**src/rtl/csb_pkg.sv**
```systemverilog
// csb_pkg: constants, types and offset decoding for the chip setup bank
// assumes a 4 KB register page selected by the bus fabric through HSEL
`default_nettype none
package csb_pkg;
   // number of read-write setup words
   localparam int unsigned CSB_NUM_RW = 3;
   // byte offsets within the page
   localparam logic [11:0] CSB_OFF_CLKDIV = 12'h000;
   localparam logic [11:0] CSB_OFF_REMAP = 12'h004;
   localparam logic [11:0] CSB_OFF_BOOT = 12'h008;
   localparam logic [11:0] CSB_OFF_STATUS = 12'h010;
   // values after reset
   localparam logic [31:0] CSB_RST_CLKDIV = 32'hBB8A802A;
   localparam logic [31:0] CSB_RST_REMAP = 32'h00001F09;
   localparam logic [31:0] CSB_RST_BOOT = 32'h00000000;
   localparam logic [31:0] CSB_RST_STATUS = 32'h00000000;
   localparam logic [CSB_NUM_RW-1:0][31:0] CSB_RST_VALS = {CSB_RST_BOOT, CSB_RST_REMAP, CSB_RST_CLKDIV};
   // status word bit positions
   localparam int unsigned CSB_ST_RUN = 0;
   localparam int unsigned CSB_ST_UNUSED_WR = 1;
   localparam int unsigned CSB_ST_NARROW_WR = 2;
   localparam int unsigned CSB_ST_RO_WR = 3;
   localparam int unsigned CSB_ST_LOAD_FAIL = 4;
   // slot one-hot positions: three setup words then status
   localparam int unsigned CSB_SLOT_STATUS = 3;
   // bus encodings
   localparam logic [2:0] CSB_HSIZE_WORD = 3'h2;
   localparam logic [1:0] CSB_HTRANS_NONSEQ = 2'h2;
   localparam logic CSB_HRESP_OKAY = 1'h0;

   // a word of the bank
   typedef logic [31:0] csb_word_t;
   // one access to be decoded
   typedef struct packed {
      logic valid;
      logic write;
      logic word;
      logic [11:0] offset;
   } csb_req_s;
   // outcome of a decoded access
   typedef struct packed {
      logic [CSB_NUM_RW:0] slot;
      logic [CSB_NUM_RW-1:0] we;
      logic unused_wr;
      logic narrow_wr;
      logic ro_wr;
   } csb_dec_s;
   // bank phase: loading before chip release, then running
   typedef enum logic {CSB_LOAD, CSB_RUN} csb_phase_e;

   // word offset to one-hot slot, zero for an unpopulated word
   function automatic logic [CSB_NUM_RW:0] csb_slot(input logic [11:0] off);
      logic [CSB_NUM_RW:0] s;
      s = '0;
      unique case ({off[11:2], 2'h0})
         CSB_OFF_CLKDIV: s = 4'h1;
         CSB_OFF_REMAP: s = 4'h2;
         CSB_OFF_BOOT: s = 4'h4;
         CSB_OFF_STATUS: s = 4'h8;
         default: s = 4'h0;
      endcase
      return s;
   endfunction : csb_slot
endpackage : csb_pkg
`default_nettype wire

```
**src/rtl/csb_decode.sv**
```systemverilog
// csb_decode: classifies one access against the bank map
// assumes the request comes from logic on the same clock
`default_nettype none
module csb_decode
   import csb_pkg::*;
(
   input wire csb_req_s req,
   output csb_dec_s dec
);
   // slot hit by the offset
   wire [CSB_NUM_RW:0] slot = csb_slot(req.offset);
   // a live write of any kind
   wire is_wr = req.valid & req.write;
   // a write that may land in a setup word
   wire wr_ok = is_wr & req.word;

   // decoded outcome
   assign dec.slot = slot;
   assign dec.we = wr_ok ? slot[CSB_NUM_RW-1:0] : '0;
   assign dec.unused_wr = is_wr & (slot == '0);
   assign dec.narrow_wr = is_wr & ~req.word & (slot != '0);
   assign dec.ro_wr = is_wr & slot[CSB_SLOT_STATUS];
endmodule : csb_decode
`default_nettype wire

```
**src/rtl/csb_cfg_word.sv**
```systemverilog
// csb_cfg_word: one read-write setup word with a fixed reset value
// assumes the write enable is a single-cycle strobe on CLK
`default_nettype none
module csb_cfg_word
   import csb_pkg::*;
#(
   parameter csb_word_t RESET_VALUE = '0
)
(
   input wire logic clk,
   input wire logic nrst,
   input wire logic we,
   input wire csb_word_t wdata,
   output csb_word_t q,
   output csb_word_t nxt_q
);
   // stored word
   csb_word_t word_ff;
   // value after this edge, used for read forwarding
   assign nxt_q = we ? wdata : word_ff;
   assign q = word_ff;

   always_ff @(posedge clk or negedge nrst) begin
      if (!nrst) begin
         word_ff <= RESET_VALUE;
      end else begin
         word_ff <= nxt_q;
      end
   end
endmodule : csb_cfg_word
`default_nettype wire

```
**src/rtl/csb_chip_setup.sv**
```systemverilog
// csb_chip_setup: chip setup register bank, AHB-Lite slave plus load port
// assumes the board controller drives the load port from logic on CLK
// assumes HSEL already decodes the 4 KB page; zero wait states
`default_nettype none

// Functional notes
// - only whole aligned word bus writes update; load port writes are whole words with the low offset bits ignored
// - writes to read-only status are dropped
// - unpopulated word writes fail, no setup word changes, only the status unused-write bit (bus) or load-fail bit (load port) is set
// - reads return the full 32-bit word
// - unpopulated word reads return zero
// - clock divider word at 0x000
// - remap and misc word at 0x004
// - boot option word at 0x008
// - loaded values readable after reset ends
module csb_chip_setup
   import csb_pkg::*;
(
   input wire logic CLK,
   input wire logic NRST,
   input wire logic HSEL,
   input wire logic [31:0] HADDR,
   input wire logic [1:0] HTRANS,
   input wire logic HWRITE,
   input wire logic [2:0] HSIZE,
   input wire logic HREADY,
   input wire logic [31:0] HWDATA,
   output logic [31:0] HRDATA,
   output logic HREADYOUT,
   output logic HRESP,
   input wire logic CFG_LOAD_VALID,
   input wire logic [11:0] CFG_LOAD_OFFSET,
   input wire logic [31:0] CFG_LOAD_DATA,
   output logic CFG_LOAD_READY,
   input wire logic CFG_LOAD_DONE,
   output logic CHIP_RUN,
   output logic [31:0] CLOCK_DIVIDER_SETUP,
   output logic [31:0] REMAP_AND_MISC_SETUP,
   output logic [31:0] BOOT_OPTION_SETUP
);

   // ------------------------------------------------------------
   // address phase
   // ------------------------------------------------------------

   // transfer accepted this edge
   wire ahb_take = HSEL & HTRANS[1] & HREADY;
   // accepted transfer is a read
   wire ahb_rd_take = ahb_take & ~HWRITE;
   // whole word, aligned: the only write that may land
   wire ahb_word = (HSIZE == CSB_HSIZE_WORD) & (HADDR[1:0] == 2'h0);
   // slot addressed by a read, byte lane bits dropped
   wire [CSB_NUM_RW:0] rd_slot = csb_slot(HADDR[11:0]);

   // captured address phase
   csb_req_s dph_ff;
   // next captured address phase
   csb_req_s nxt_dph;

   // next data phase request
   always_comb begin
      nxt_dph = '0;
      // a new transfer replaces the old one
      if (ahb_take) begin
         nxt_dph.valid = 1'b1;
         nxt_dph.write = HWRITE;
         nxt_dph.word = ahb_word;
         nxt_dph.offset = HADDR[11:0];
      end
   end

   // data phase register
   always_ff @(posedge CLK or negedge NRST) begin
      if (!NRST) begin
         dph_ff <= '0;
      end else begin
         dph_ff <= nxt_dph;
      end
   end

   // ------------------------------------------------------------
   // decoding of bus writes and load writes
   // ------------------------------------------------------------

   // decoded bus data phase
   csb_dec_s ahb_dec;
   // decoded load request
   csb_dec_s load_dec;
   // load request as a write access
   csb_req_s load_req;

   // bus data phase decode
   csb_decode u_ahb_dec (
      .req (dph_ff),
      .dec (ahb_dec)
   );

   // a bus write in data phase holds off the load port
   wire ahb_wr_busy = dph_ff.valid & dph_ff.write;

   // bank phase state
   csb_phase_e phase_ff;
   // next bank phase
   csb_phase_e nxt_phase;

   assign CFG_LOAD_READY = (phase_ff == CSB_LOAD) & ~ahb_wr_busy;
   // load taken this edge
   wire load_take = CFG_LOAD_VALID & CFG_LOAD_READY;

   // load is always a whole word write
   always_comb begin
      load_req = '0;
      load_req.valid = load_take;
      load_req.write = 1'b1;
      load_req.word = 1'b1;
      load_req.offset = CFG_LOAD_OFFSET;
   end

   // load port decode
   csb_decode u_load_dec (
      .req (load_req),
      .dec (load_dec)
   );

   // ------------------------------------------------------------
   // setup words
   // ------------------------------------------------------------

   // stored words
   csb_word_t cfg_q [CSB_NUM_RW];
   // words after this edge
   csb_word_t cfg_nxt [CSB_NUM_RW];
   // combined enables; bus and load never collide
   wire [CSB_NUM_RW-1:0] cfg_we = ahb_dec.we | load_dec.we;
   // bus write data wins when a bus write lands
   wire csb_word_t cfg_wdata = (ahb_dec.we != '0) ? HWDATA : CFG_LOAD_DATA;

   genvar gi;
   generate
      for (gi = 0; gi < CSB_NUM_RW; gi++) begin : g_word
         // one word, own reset value
         csb_cfg_word #(
            .RESET_VALUE (CSB_RST_VALS[gi])
         ) u_word (
            .clk (CLK),
            .nrst (NRST),
            .we (cfg_we[gi]),
            .wdata (cfg_wdata),
            .q (cfg_q[gi]),
            .nxt_q (cfg_nxt[gi])
         );
      end
   endgenerate

   // words drive the clock generators and boot logic
   assign CLOCK_DIVIDER_SETUP = cfg_q[0];
   assign REMAP_AND_MISC_SETUP = cfg_q[1];
   assign BOOT_OPTION_SETUP = cfg_q[2];

   // ------------------------------------------------------------
   // bank phase: hold the chip until loading is done
   // ------------------------------------------------------------

   // phase transition
   always_comb begin
      nxt_phase = phase_ff;
      unique case (phase_ff)
         // wait for the controller to finish
         CSB_LOAD: begin
            if (CFG_LOAD_DONE & ~CFG_LOAD_VALID) begin
               nxt_phase = CSB_RUN;
            end
         end
         // stays until the next reset
         CSB_RUN: begin
            nxt_phase = CSB_RUN;
         end
      endcase
   end

   // phase register and release output
   always_ff @(posedge CLK or negedge NRST) begin
      if (!NRST) begin
         phase_ff <= CSB_LOAD;
      end else begin
         phase_ff <= nxt_phase;
      end
   end

   assign CHIP_RUN = (phase_ff == CSB_RUN);

   // ------------------------------------------------------------
   // status word: read-only, sticky error bits cleared by reading
   // ------------------------------------------------------------

   // sticky error bits
   logic [CSB_ST_LOAD_FAIL:CSB_ST_UNUSED_WR] sticky_ff;
   // next sticky bits
   logic [CSB_ST_LOAD_FAIL:CSB_ST_UNUSED_WR] nxt_sticky;
   // events seen this cycle
   logic [CSB_ST_LOAD_FAIL:CSB_ST_UNUSED_WR] st_set;
   // read of status clears the sticky bits held before this cycle
   wire st_clr = ahb_rd_take & rd_slot[CSB_SLOT_STATUS];

   // collect this cycle's failed accesses
   always_comb begin
      st_set = '0;
      st_set[CSB_ST_UNUSED_WR] = ahb_dec.unused_wr;
      st_set[CSB_ST_NARROW_WR] = ahb_dec.narrow_wr;
      st_set[CSB_ST_RO_WR] = ahb_dec.ro_wr;
      st_set[CSB_ST_LOAD_FAIL] = load_dec.unused_wr | load_dec.ro_wr;
   end

   // set beats clear in the same cycle
   assign nxt_sticky = (st_clr ? '0 : sticky_ff) | st_set;

   // sticky register
   always_ff @(posedge CLK or negedge NRST) begin
      if (!NRST) begin
         sticky_ff <= CSB_RST_STATUS[CSB_ST_LOAD_FAIL:CSB_ST_UNUSED_WR];
      end else begin
         sticky_ff <= nxt_sticky;
      end
   end

   // status word as read, with this cycle's events included
   csb_word_t status_rd;
   always_comb begin
      status_rd = '0;
      status_rd[CSB_ST_RUN] = (nxt_phase == CSB_RUN);
      status_rd[CSB_ST_LOAD_FAIL:CSB_ST_UNUSED_WR] = sticky_ff | st_set;
   end

   // ------------------------------------------------------------
   // read path
   // ------------------------------------------------------------

   // read data register
   csb_word_t rdata_ff;
   // selected read word
   csb_word_t rd_word;

   // select read word from values after this edge
   always_comb begin
      rd_word = '0;
      if (rd_slot[0]) begin
         rd_word = cfg_nxt[0];
      end else if (rd_slot[1]) begin
         rd_word = cfg_nxt[1];
      end else if (rd_slot[2]) begin
         rd_word = cfg_nxt[2];
      end else if (rd_slot[CSB_SLOT_STATUS]) begin
         rd_word = status_rd;
      end else begin
         rd_word = '0;
      end
   end

   // capture read data for the data phase
   always_ff @(posedge CLK or negedge NRST) begin
      if (!NRST) begin
         rdata_ff <= '0;
      end else if (ahb_rd_take) begin
         rdata_ff <= rd_word;
      end else begin
         rdata_ff <= '0;
      end
   end

   // ------------------------------------------------------------
   // bus response
   // ------------------------------------------------------------

   // zero wait states, always OKAY
   assign HREADYOUT = 1'b1;
   assign HRESP = CSB_HRESP_OKAY;
   assign HRDATA = rdata_ff;

endmodule : csb_chip_setup
`default_nettype wire

```
**config.mk**
```make
export PLATFORM = sky130hd
export DESIGN_NAME = csb_chip_setup
export DESIGN_NICKNAME = d
export VERILOG_FILES = /design/src/rtl/csb_pkg.sv /design/src/rtl/csb_decode.sv /design/src/rtl/csb_cfg_word.sv /design/src/rtl/csb_chip_setup.sv
export SDC_FILE = /design/constraint.sdc
export NUM_CORES = 1
export LEC_CHECK = 0
export ABC_AREA = 1
export BUFFER_PORTS_ARGS = -buffer_cell sky130_fd_sc_hd__buf_2
export CELL_PAD_IN_SITES_DETAIL_PLACEMENT = 1
export CELL_PAD_IN_SITES_GLOBAL_PLACEMENT = 1
export CORE_MARGIN = 3
export CORE_UTILIZATION = 40
export CTS_CLUSTER_SIZE = 20
export DETAILED_ROUTE_END_ITERATION = 12
export HOLD_SLACK_MARGIN = 0.08
export PLACE_DENSITY_LB_ADDON = 0.1
export SLEW_MARGIN = 20
export SYNTH_ARGS = -nofsm -noshare
export SYNTH_HDL_FRONTEND = slang
export SYNTH_SLANG_ARGS = --single-unit
```
**constraint.sdc**
```tcl
create_clock -name CLK -period 2.64 [get_ports CLK]
set_input_delay 0.264 -clock CLK [delete_from_list [all_inputs] [get_ports CLK]]
set_output_delay 0.264 -clock CLK [all_outputs]
set_load 0.005 [all_outputs]
```
==> metrics.md, run 1 <==
| Metric | Value |
|---|---|
| Total number of yosys warnings | 0 |
| Area Growth Syn to Fin | 26.2% |
| Syn avg cell area | 7.92 µm² |
| CTS Buf Count | 17 |
| Post-synth cell types | 37 |
| Die height | 147 µm |
| Clk_lat worst skew | 420 ps |
| Commonest non-fill, non-tap cells in the layout | 260 x nand2_1, 225 x buf_2, 148 x inv_1, 148 x nand3_1, 126 x dfrtp_1 |
| Die X | 147 µm |
| Worst min-delay path class | in -> reg |
| WL per Instance | 16.8 µm |
| Worst EP arrival | 2530 ps |
| Crit-path max cell delay | 530 ps |
| Clk root buf | clkbuf_16 |
| Critical-path top delay cell | dlygate4sd3_1 |
| DRC | 0 |
| Final Hold Fails | 0 |
| Fmax | 454 MHz |
| Core area | 19,100 µm² |
| Crit Path Max Fanout | 20 |
| Pre-CTS WS | 500 ps |
| Fin crit share | 83.5% |
| Fin. max-slew vios | 0 |
| Rel. slew slack | 58.5% |
| Layout cell share with drive strength beyond 1 | 31.3% |
| Post-Syn Area | 7900 µm² |
| Worst R2R Setup Slack | 490 ps |
| CP endpoint kind | register |
| Cts repair resizes | 0 |
| Synth Area in XOR/XNOR | 0% |
| Most frequent CP cell | inv_1 |
| Sequential cell area fraction in the yosys report | 46.5% |
| Synth Register Bits | 146 |
| Mapped Nets | 1,118 |
| Filler cells | 2,437 |
| Clock slew at reported path FFs | 70 ps |
| Final Wtd Congestion | 0.842 |
| Gr ovfl total | 0 |
| Crit path time final | 2200 ps |
| Commonest non-fill, non-tap cell in the layout | nand2_1 |
| Clock sink count | 146 |
| CTS tree | built |
| Vias in the first global route | 7,741 |
| Critical path type | in -> reg |
| Worst vdd ir | 0.000512 V |
| Placed Area | 9270 µm² |
| Final setup margin | 435 ps |
| Max-cap violations | 0 |
| Starting Density | 41.4% |
| Required time worst endpoint | 2960 ps |
| Post-CTS setup buffer count | 0 |
| Total GRT Usage | 23.9% |
| Adder-Cell Fraction of Synth Area | 0% |
| Crit path buf inv count | 6 |
| H-tree depth | 4 |
| Final WL | 25.3 mm |
| Outcome | complete, no violations |
| Largest family of logic cells by synthesized area | simple AND/OR/NAND/NOR gates |
| Antenna Cells | 0 |
| Antenna violations before repair | 0 |
| Initial DRC count | 290 |
| Final nets | 1,351 |
| Setup_tns | 0 ps |
| Post-route cell area | 9970 µm² |
| Routed Antenna Nets | 0 |
| Post-Synth Simple-Gate Area | 34.4% |
| Port buffer count | 226 |
| Vias/cell | 4.88 |
| Pin count of the biggest net entering global routing | 57 |
| DP Wirelength | 17.6 mm |
| Startpoint types | input pin |
| Leak | 0.00564 µW |
| Cell Chain, Critical Path | dlygate4sd3_1 -> buf_2 -> nor2_1 -> inv_1 -> nor4_4 -> buf_4 -> nand3_1 -> nand2_1 -> inv_1 -> nand2_1 -> inv_1 |
| Crit path max-delay family | buffers and inverters |
| Final setup fails | 0 |
| Clk buf depth | 2 |
| RSZ-0062 raised after global routing | no |
| Vias | 7,343 |
| Num rows | 50 |
| Power Density | 531 nW/µm² |
| Cells after Synth | 998 |
| Mux share of post-synthesis cell area | 0% |
| First-pass GRT wire length | 40.8 mm |
| DIE AREA | 21,500 µm² |
| Worst-case clock skew | 6.80 ps |
| Top-Level Pins | 252 |
| Synth Area in Compound Gates | 7.19% |
| Slew @ Worst Pin | 622 ps |
| DRT Pass-1 Iters | 5 |
[logic make-up after synthesis]
logic type	after synthesis
flops	146
compound gates	72
buf+inv	202
simple gates	576
other cells	2
[cell type report]
cell class,instances,area (µm²),area share (%)
clock inverters,14,155,1.56
flip-flops and latches,146,3680,36.9
well taps,260,325,3.26
multi-input cells,650,3320,33.3
clock buffers,18,439,4.40
inverters,157,597,5.98
repair buffers,259,1460,14.7
[worst paths after layout]
path / startpoint / end / depth (start not counted)
setup / recovery: HADDR[10] / HRDATA[15]$_DFF_PN0_ / 11
hold reg to reg: g_word[0].u_word.q[25]$_DFF_PN1_ / g_word[0].u_word.q[25]$_DFF_PN1_ / 2
max in group asynchronous: NRST / g_word[1].u_word.q[11]$_DFF_PN1_ / 3
min in group asynchronous: NRST / HRDATA[26]$_DFF_PN0_ / 2
hold / removal: HWDATA[6] / g_word[0].u_word.q[6]$_DFF_PN0_ / 3
setup reg to reg: dph_ff[7]$_DFF_PN0_ / HRDATA[29]$_DFF_PN0_ / 12
[tightest hold or removal path, delay by kind of cell]
kind                   cells  cell delay, ps
and+or+nand+nor            1              60
AOI/OAI and AO/OA          1              90
buffers and inverters      1              90
[synthesized netlist by cell type, drive strengths merged]
cell	instances	area, µm²
a21oi	7	35.0
and2	58	363
buf	38	308
clkbuf	7	26.3
clkinv	1	8.76
conb	2	7.51
dfrtp	126	3150
dfstp	20	526
inv	156	588
nand2	285	1130
nand3	151	778
nand4	6	43.8
nor2	38	155
nor3	4	20.0
nor3b	1	7.51
nor4	2	18.8
o211ai	28	345
o21ai	36	180
o31ai	1	7.51
or2	30	188
or3b	1	8.76
[registers in the layout, indices dropped and copies added (netlist names)]
signal,cells
g_word.u_word.q,96
sticky_ff,4
CHIP_RUN,1
dph_ff,13
HRDATA,32
[report_power, final]
group,total (µW),internal [µW],leakage (µW),switching [µW]
Sequential,2360,2320,0.00176,43.3
Combinational,468,202,0.00361,266
Clock,2460,1430,0.000281,1030
Total,5300,3950,0.00564,1340
[per-layer routing]
layer	wire, µm	up-vias	track usage [%]
met4	462	0	6.44
met2	12700	167	42.3
met1	10900	3576	29.6
met5	0	-	0
li1	-	3568	-
met3	1170	32	4.90
[per-stage QoR]
step / cells / utilization (%) / total power, µW / hold WS (ps)
floorplan: 998 / - / 2600 / -31.6
global placement: 1461 / 48.6 / 2850 / 243
detailed placement: 1461 / 48.6 / 2860 / 241
CTS: 1504 / 52.3 / 5350 / 97.0
global route: 1504 / 52.3 / 5520 / 130
finish: 1504 / 52.3 / 5300 / 122
[timing repair]
action                     CTS  global route
setup endpoints to repair    0             0
hold endpoints to repair    49             0
hold buffers                11             0
Power figures use the tool's default switching activity.
==> inputs of run 2 (changes only) <==
CORE_UTILIZATION = 33   (was 40)
clock period = 1.95 ns   (was 2.64 ns; I/O delays follow)
==> metrics.md, run 2 (synthesized netlist as in run 1, its figures left out) <==
| Metric | Value |
|---|---|
| Reg2Reg Depth | 12 (unchanged) |
| Pre-CTS WS | -106 ps (was 500 ps) |
| Clock slew at reported path FFs | 70 ps (about the same) |
| DP Wirelength | 18.4 mm (was 17.6 mm) |
| Starting Density | 34.3% (was 41.4%) |
| Vias/cell | 4.68 (was 4.88) |
| Worst R2R Setup Slack | 60 ps (was 490 ps) |
| Final nets | 1,409 (was 1,351) |
| DRT Pass-1 Iters | 4 (was 5) |
| H-tree depth | 4 (unchanged) |
| Fin. max-slew vios | 0 (unchanged) |
| Gr ovfl total | 0 (unchanged) |
| Worst-case clock skew | 10.7 ps (was 6.80 ps) |
| Final core utilization | 48.1% (was 52.3%) |
| Pin count of the biggest net entering global routing | 51 (was 57) |
| Leak | 0.00607 µW (was 0.00564 µW) |
| Setup_tns | 0 ps (unchanged) |
| DRC | 0 (unchanged) |
| Rel. slew slack | 64.2% (was 58.5%) |
| Power Density | 660 nW/µm² (was 531 nW/µm²) |
| Final WL | 28.9 mm (was 25.3 mm) |
| Antenna Cells | 0 (unchanged) |
| Clk_lat worst skew | 420 ps (about the same) |
| Vias | 7,566 (was 7,343) |
| Hold path depth | 3 (unchanged) |
| Clk root buf | clkbuf_16 (unchanged) |
| Sw Share | 25.4% (about the same) |
| Worst vdd ir | 0.000384 V (was 0.000512 V) |
| Critical path type | reg -> reg (was in -> reg) |
| Max reg flops | 96 (unchanged) |
| Max-cap violations | 0 (unchanged) |
| Antenna violations before repair | 0 (unchanged) |
| Die height | 161 µm (was 147 µm) |
| Crit path time final | 1890 ps |
| Port buffer count | 226 (unchanged) |
| WHS Endpoint | CHIP_RUN$_DFF_PN0_ (was g_word[0].u_word.q[6]$_DFF_PN0_) |
| Worst r2r src | dph_ff[10]$_DFF_PN0_ (was dph_ff[7]$_DFF_PN0_) |
| RR Endpoint | HRDATA[31]$_DFF_PN0_ (was HRDATA[29]$_DFF_PN0_) |
| Top-Level Pins | 252 (unchanged) |
| Slew @ Worst Pin | 538 ps (was 622 ps) |
| Fin crit share | 97.1% |
| Required time worst endpoint | 2270 ps (was 2960 ps) |
| Register share of total power | 43.7% (was 44.6%) |
| Num rows | 55 (was 50) |
| CTS Buf Count | 17 (unchanged) |
| Power share of the combinational group | 10.1% (was 8.8%) |
| Commonest non-fill, non-tap cell in the layout | nand2_1 (unchanged) |
| Crit path max-delay family | simple AND/OR/NAND/NOR gates (was buffers and inverters) |
| Critical-path top delay cell | dfrtp_1 (was dlygate4sd3_1) |
| Final setup fails | 0 (unchanged) |
| Crit path buf inv count | 4 (was 6) |
| CP endpoint kind | register (unchanged) |
| Vias in the first global route | 7,900 (was 7,741) |
| Clock Power Share | 46.2% (was 46.5%) |
| Area Growth Syn to Fin | 40.3% (was 26.2%) |
| Clk buf depth | 2 (unchanged) |
| Hold Crit Start | CFG_LOAD_DONE (was HWDATA[6]) |
| Core area | 23,100 µm² (was 19,100 µm²) |
| Die X | 161 µm (was 147 µm) |
| Outcome | complete, no violations (unchanged) |
| Cell Chain, Critical Path | nor2_1 -> nand2_2 -> nor2_4 -> nand3_4 -> buf_4 -> clkbuf_16 -> o211ai_1 -> nand3_1 -> nand2_1 -> inv_1 -> nand2_1 -> inv_1 (was dlygate4sd3_1 -> buf_2 -> nor2_1 -> inv_1 -> nor4_4 -> buf_4 -> nand3_1 -> nand2_1 -> inv_1 -> nand2_1 -> inv_1) |
| Clock sink count | 146 (unchanged) |
| DIE AREA | 25,800 µm² (was 21,500 µm²) |
| Total chip power | 7320 µW (was 5300 µW) |
| Final Wtd Congestion | 0.793 (was 0.842) |
| Min Hold Slack | 94.0 ps (was 122 ps) |
| First-pass GRT wire length | 42.2 mm (was 40.8 mm) |
| WL per Instance | 17.9 µm (was 16.8 µm) |
| Int Power | 5460 µW (was 3950 µW) |
| CTS tree | built (unchanged) |
| Layout cell share with drive strength beyond 1 | 34.8% (was 31.3%) |
| Commonest non-fill, non-tap cells in the layout | 251 x nand2_1, 225 x buf_2, 148 x nand3_1 (was 260 x nand2_1, 225 x buf_2, 148 x inv_1, 148 x nand3_1, 126 x dfrtp_1) |
| Worst EP arrival | 2210 ps (was 2530 ps) |
| Crit Path Max Fanout | 9 (was 20) |
| Routed Antenna Nets | 0 (unchanged) |
| Startpoint types | register (was input pin) |
| Total GRT Usage | 20.7% (was 23.9%) |
| Net Switching | 1860 µW (was 1340 µW) |
| Final setup margin | 55.7 ps (was 435 ps) |
| RSZ-0062 raised after global routing | yes (was no) |
| Worst min-delay path class | in -> reg (unchanged) |
| Final Hold Fails | 0 (unchanged) |
| Crit-path max cell delay | 380 ps (was 530 ps) |
| Initial DRC count | 360 (was 290) |
| Fmax | 528 MHz |
==> run 2: cell type report <==
class                      count  area, µm²
timing repair buffer         317       2290
sequential                   146       3680
multi-input combinational    650       3510
inverter                     157        614
clock buffer                  19        453
clock inverter                13        151
fill                        2784      12000
tap                          313        392
==> run 2: worst max path at each step <==
stage                           endpoint                 start  cells past startpoint  slack, ps
detailed placement  HRDATA[17]$_DFF_PN0_  dph_ff[14]$_DFF_PN0_                     12       -110
global placement     HRDATA[6]$_DFF_PN0_  dph_ff[14]$_DFF_PN0_                     12        -50
CTS                 HRDATA[11]$_DFF_PN0_  dph_ff[14]$_DFF_PN0_                     13         10
floorplan            HRDATA[4]$_DFF_PN0_   dph_ff[9]$_DFF_PN0_                     14        330
finish              HRDATA[31]$_DFF_PN0_  dph_ff[10]$_DFF_PN0_                     12         60
global route        HRDATA[23]$_DFF_PN0_  dph_ff[10]$_DFF_PN0_                     12       -100
==> run 2: per-layer routing <==
| layer | up-vias | GRT usage, % | part of all wire [%] |
|---|---|---|---|
| met3 | 31 | 3.87 | 4.7 |
| li1 | 3697 | - | - |
| met5 | - | 0 | 0 |
| met2 | 188 | 35.1 | 49 |
| met1 | 3650 | 26.5 | 44 |
| met4 | 0 | 6.80 | 1.9 |
==> run 2: stage by stage <==
stage               cell area, µm²  cells
global placement              9430   1521
global route                 11100   1615
floorplan                     7900    998
detailed placement            9430   1521
finish                       11100   1615
CTS                          10500   1598
==> run 2: what timing repair did <==
item	4_1_cts	5_1_grt
setup endpoints to repair	49	52
cloned	0	13
hold buffers	45	0
gates resized for setup	4	87
pin swaps	0	9
buffers inserted	0	4
endpoints found under the hold margin	83	0
==> run 2: power by group through the flow <==
stage	clock network, µW	logic [µW]	registers (µW)
2_1_floorplan	0	263	3250
3_3_place_gp	0	621	3250
3_5_place_dp	0	631	3250
4_1_cts	3470	704	3200
5_1_grt	3610	831	3210
6_report	3380	737	3200
==> run 2: tightest hold or removal path: stages <==
cell     delay, ps
buf_2           90
inv_1           40
o21ai_0        120
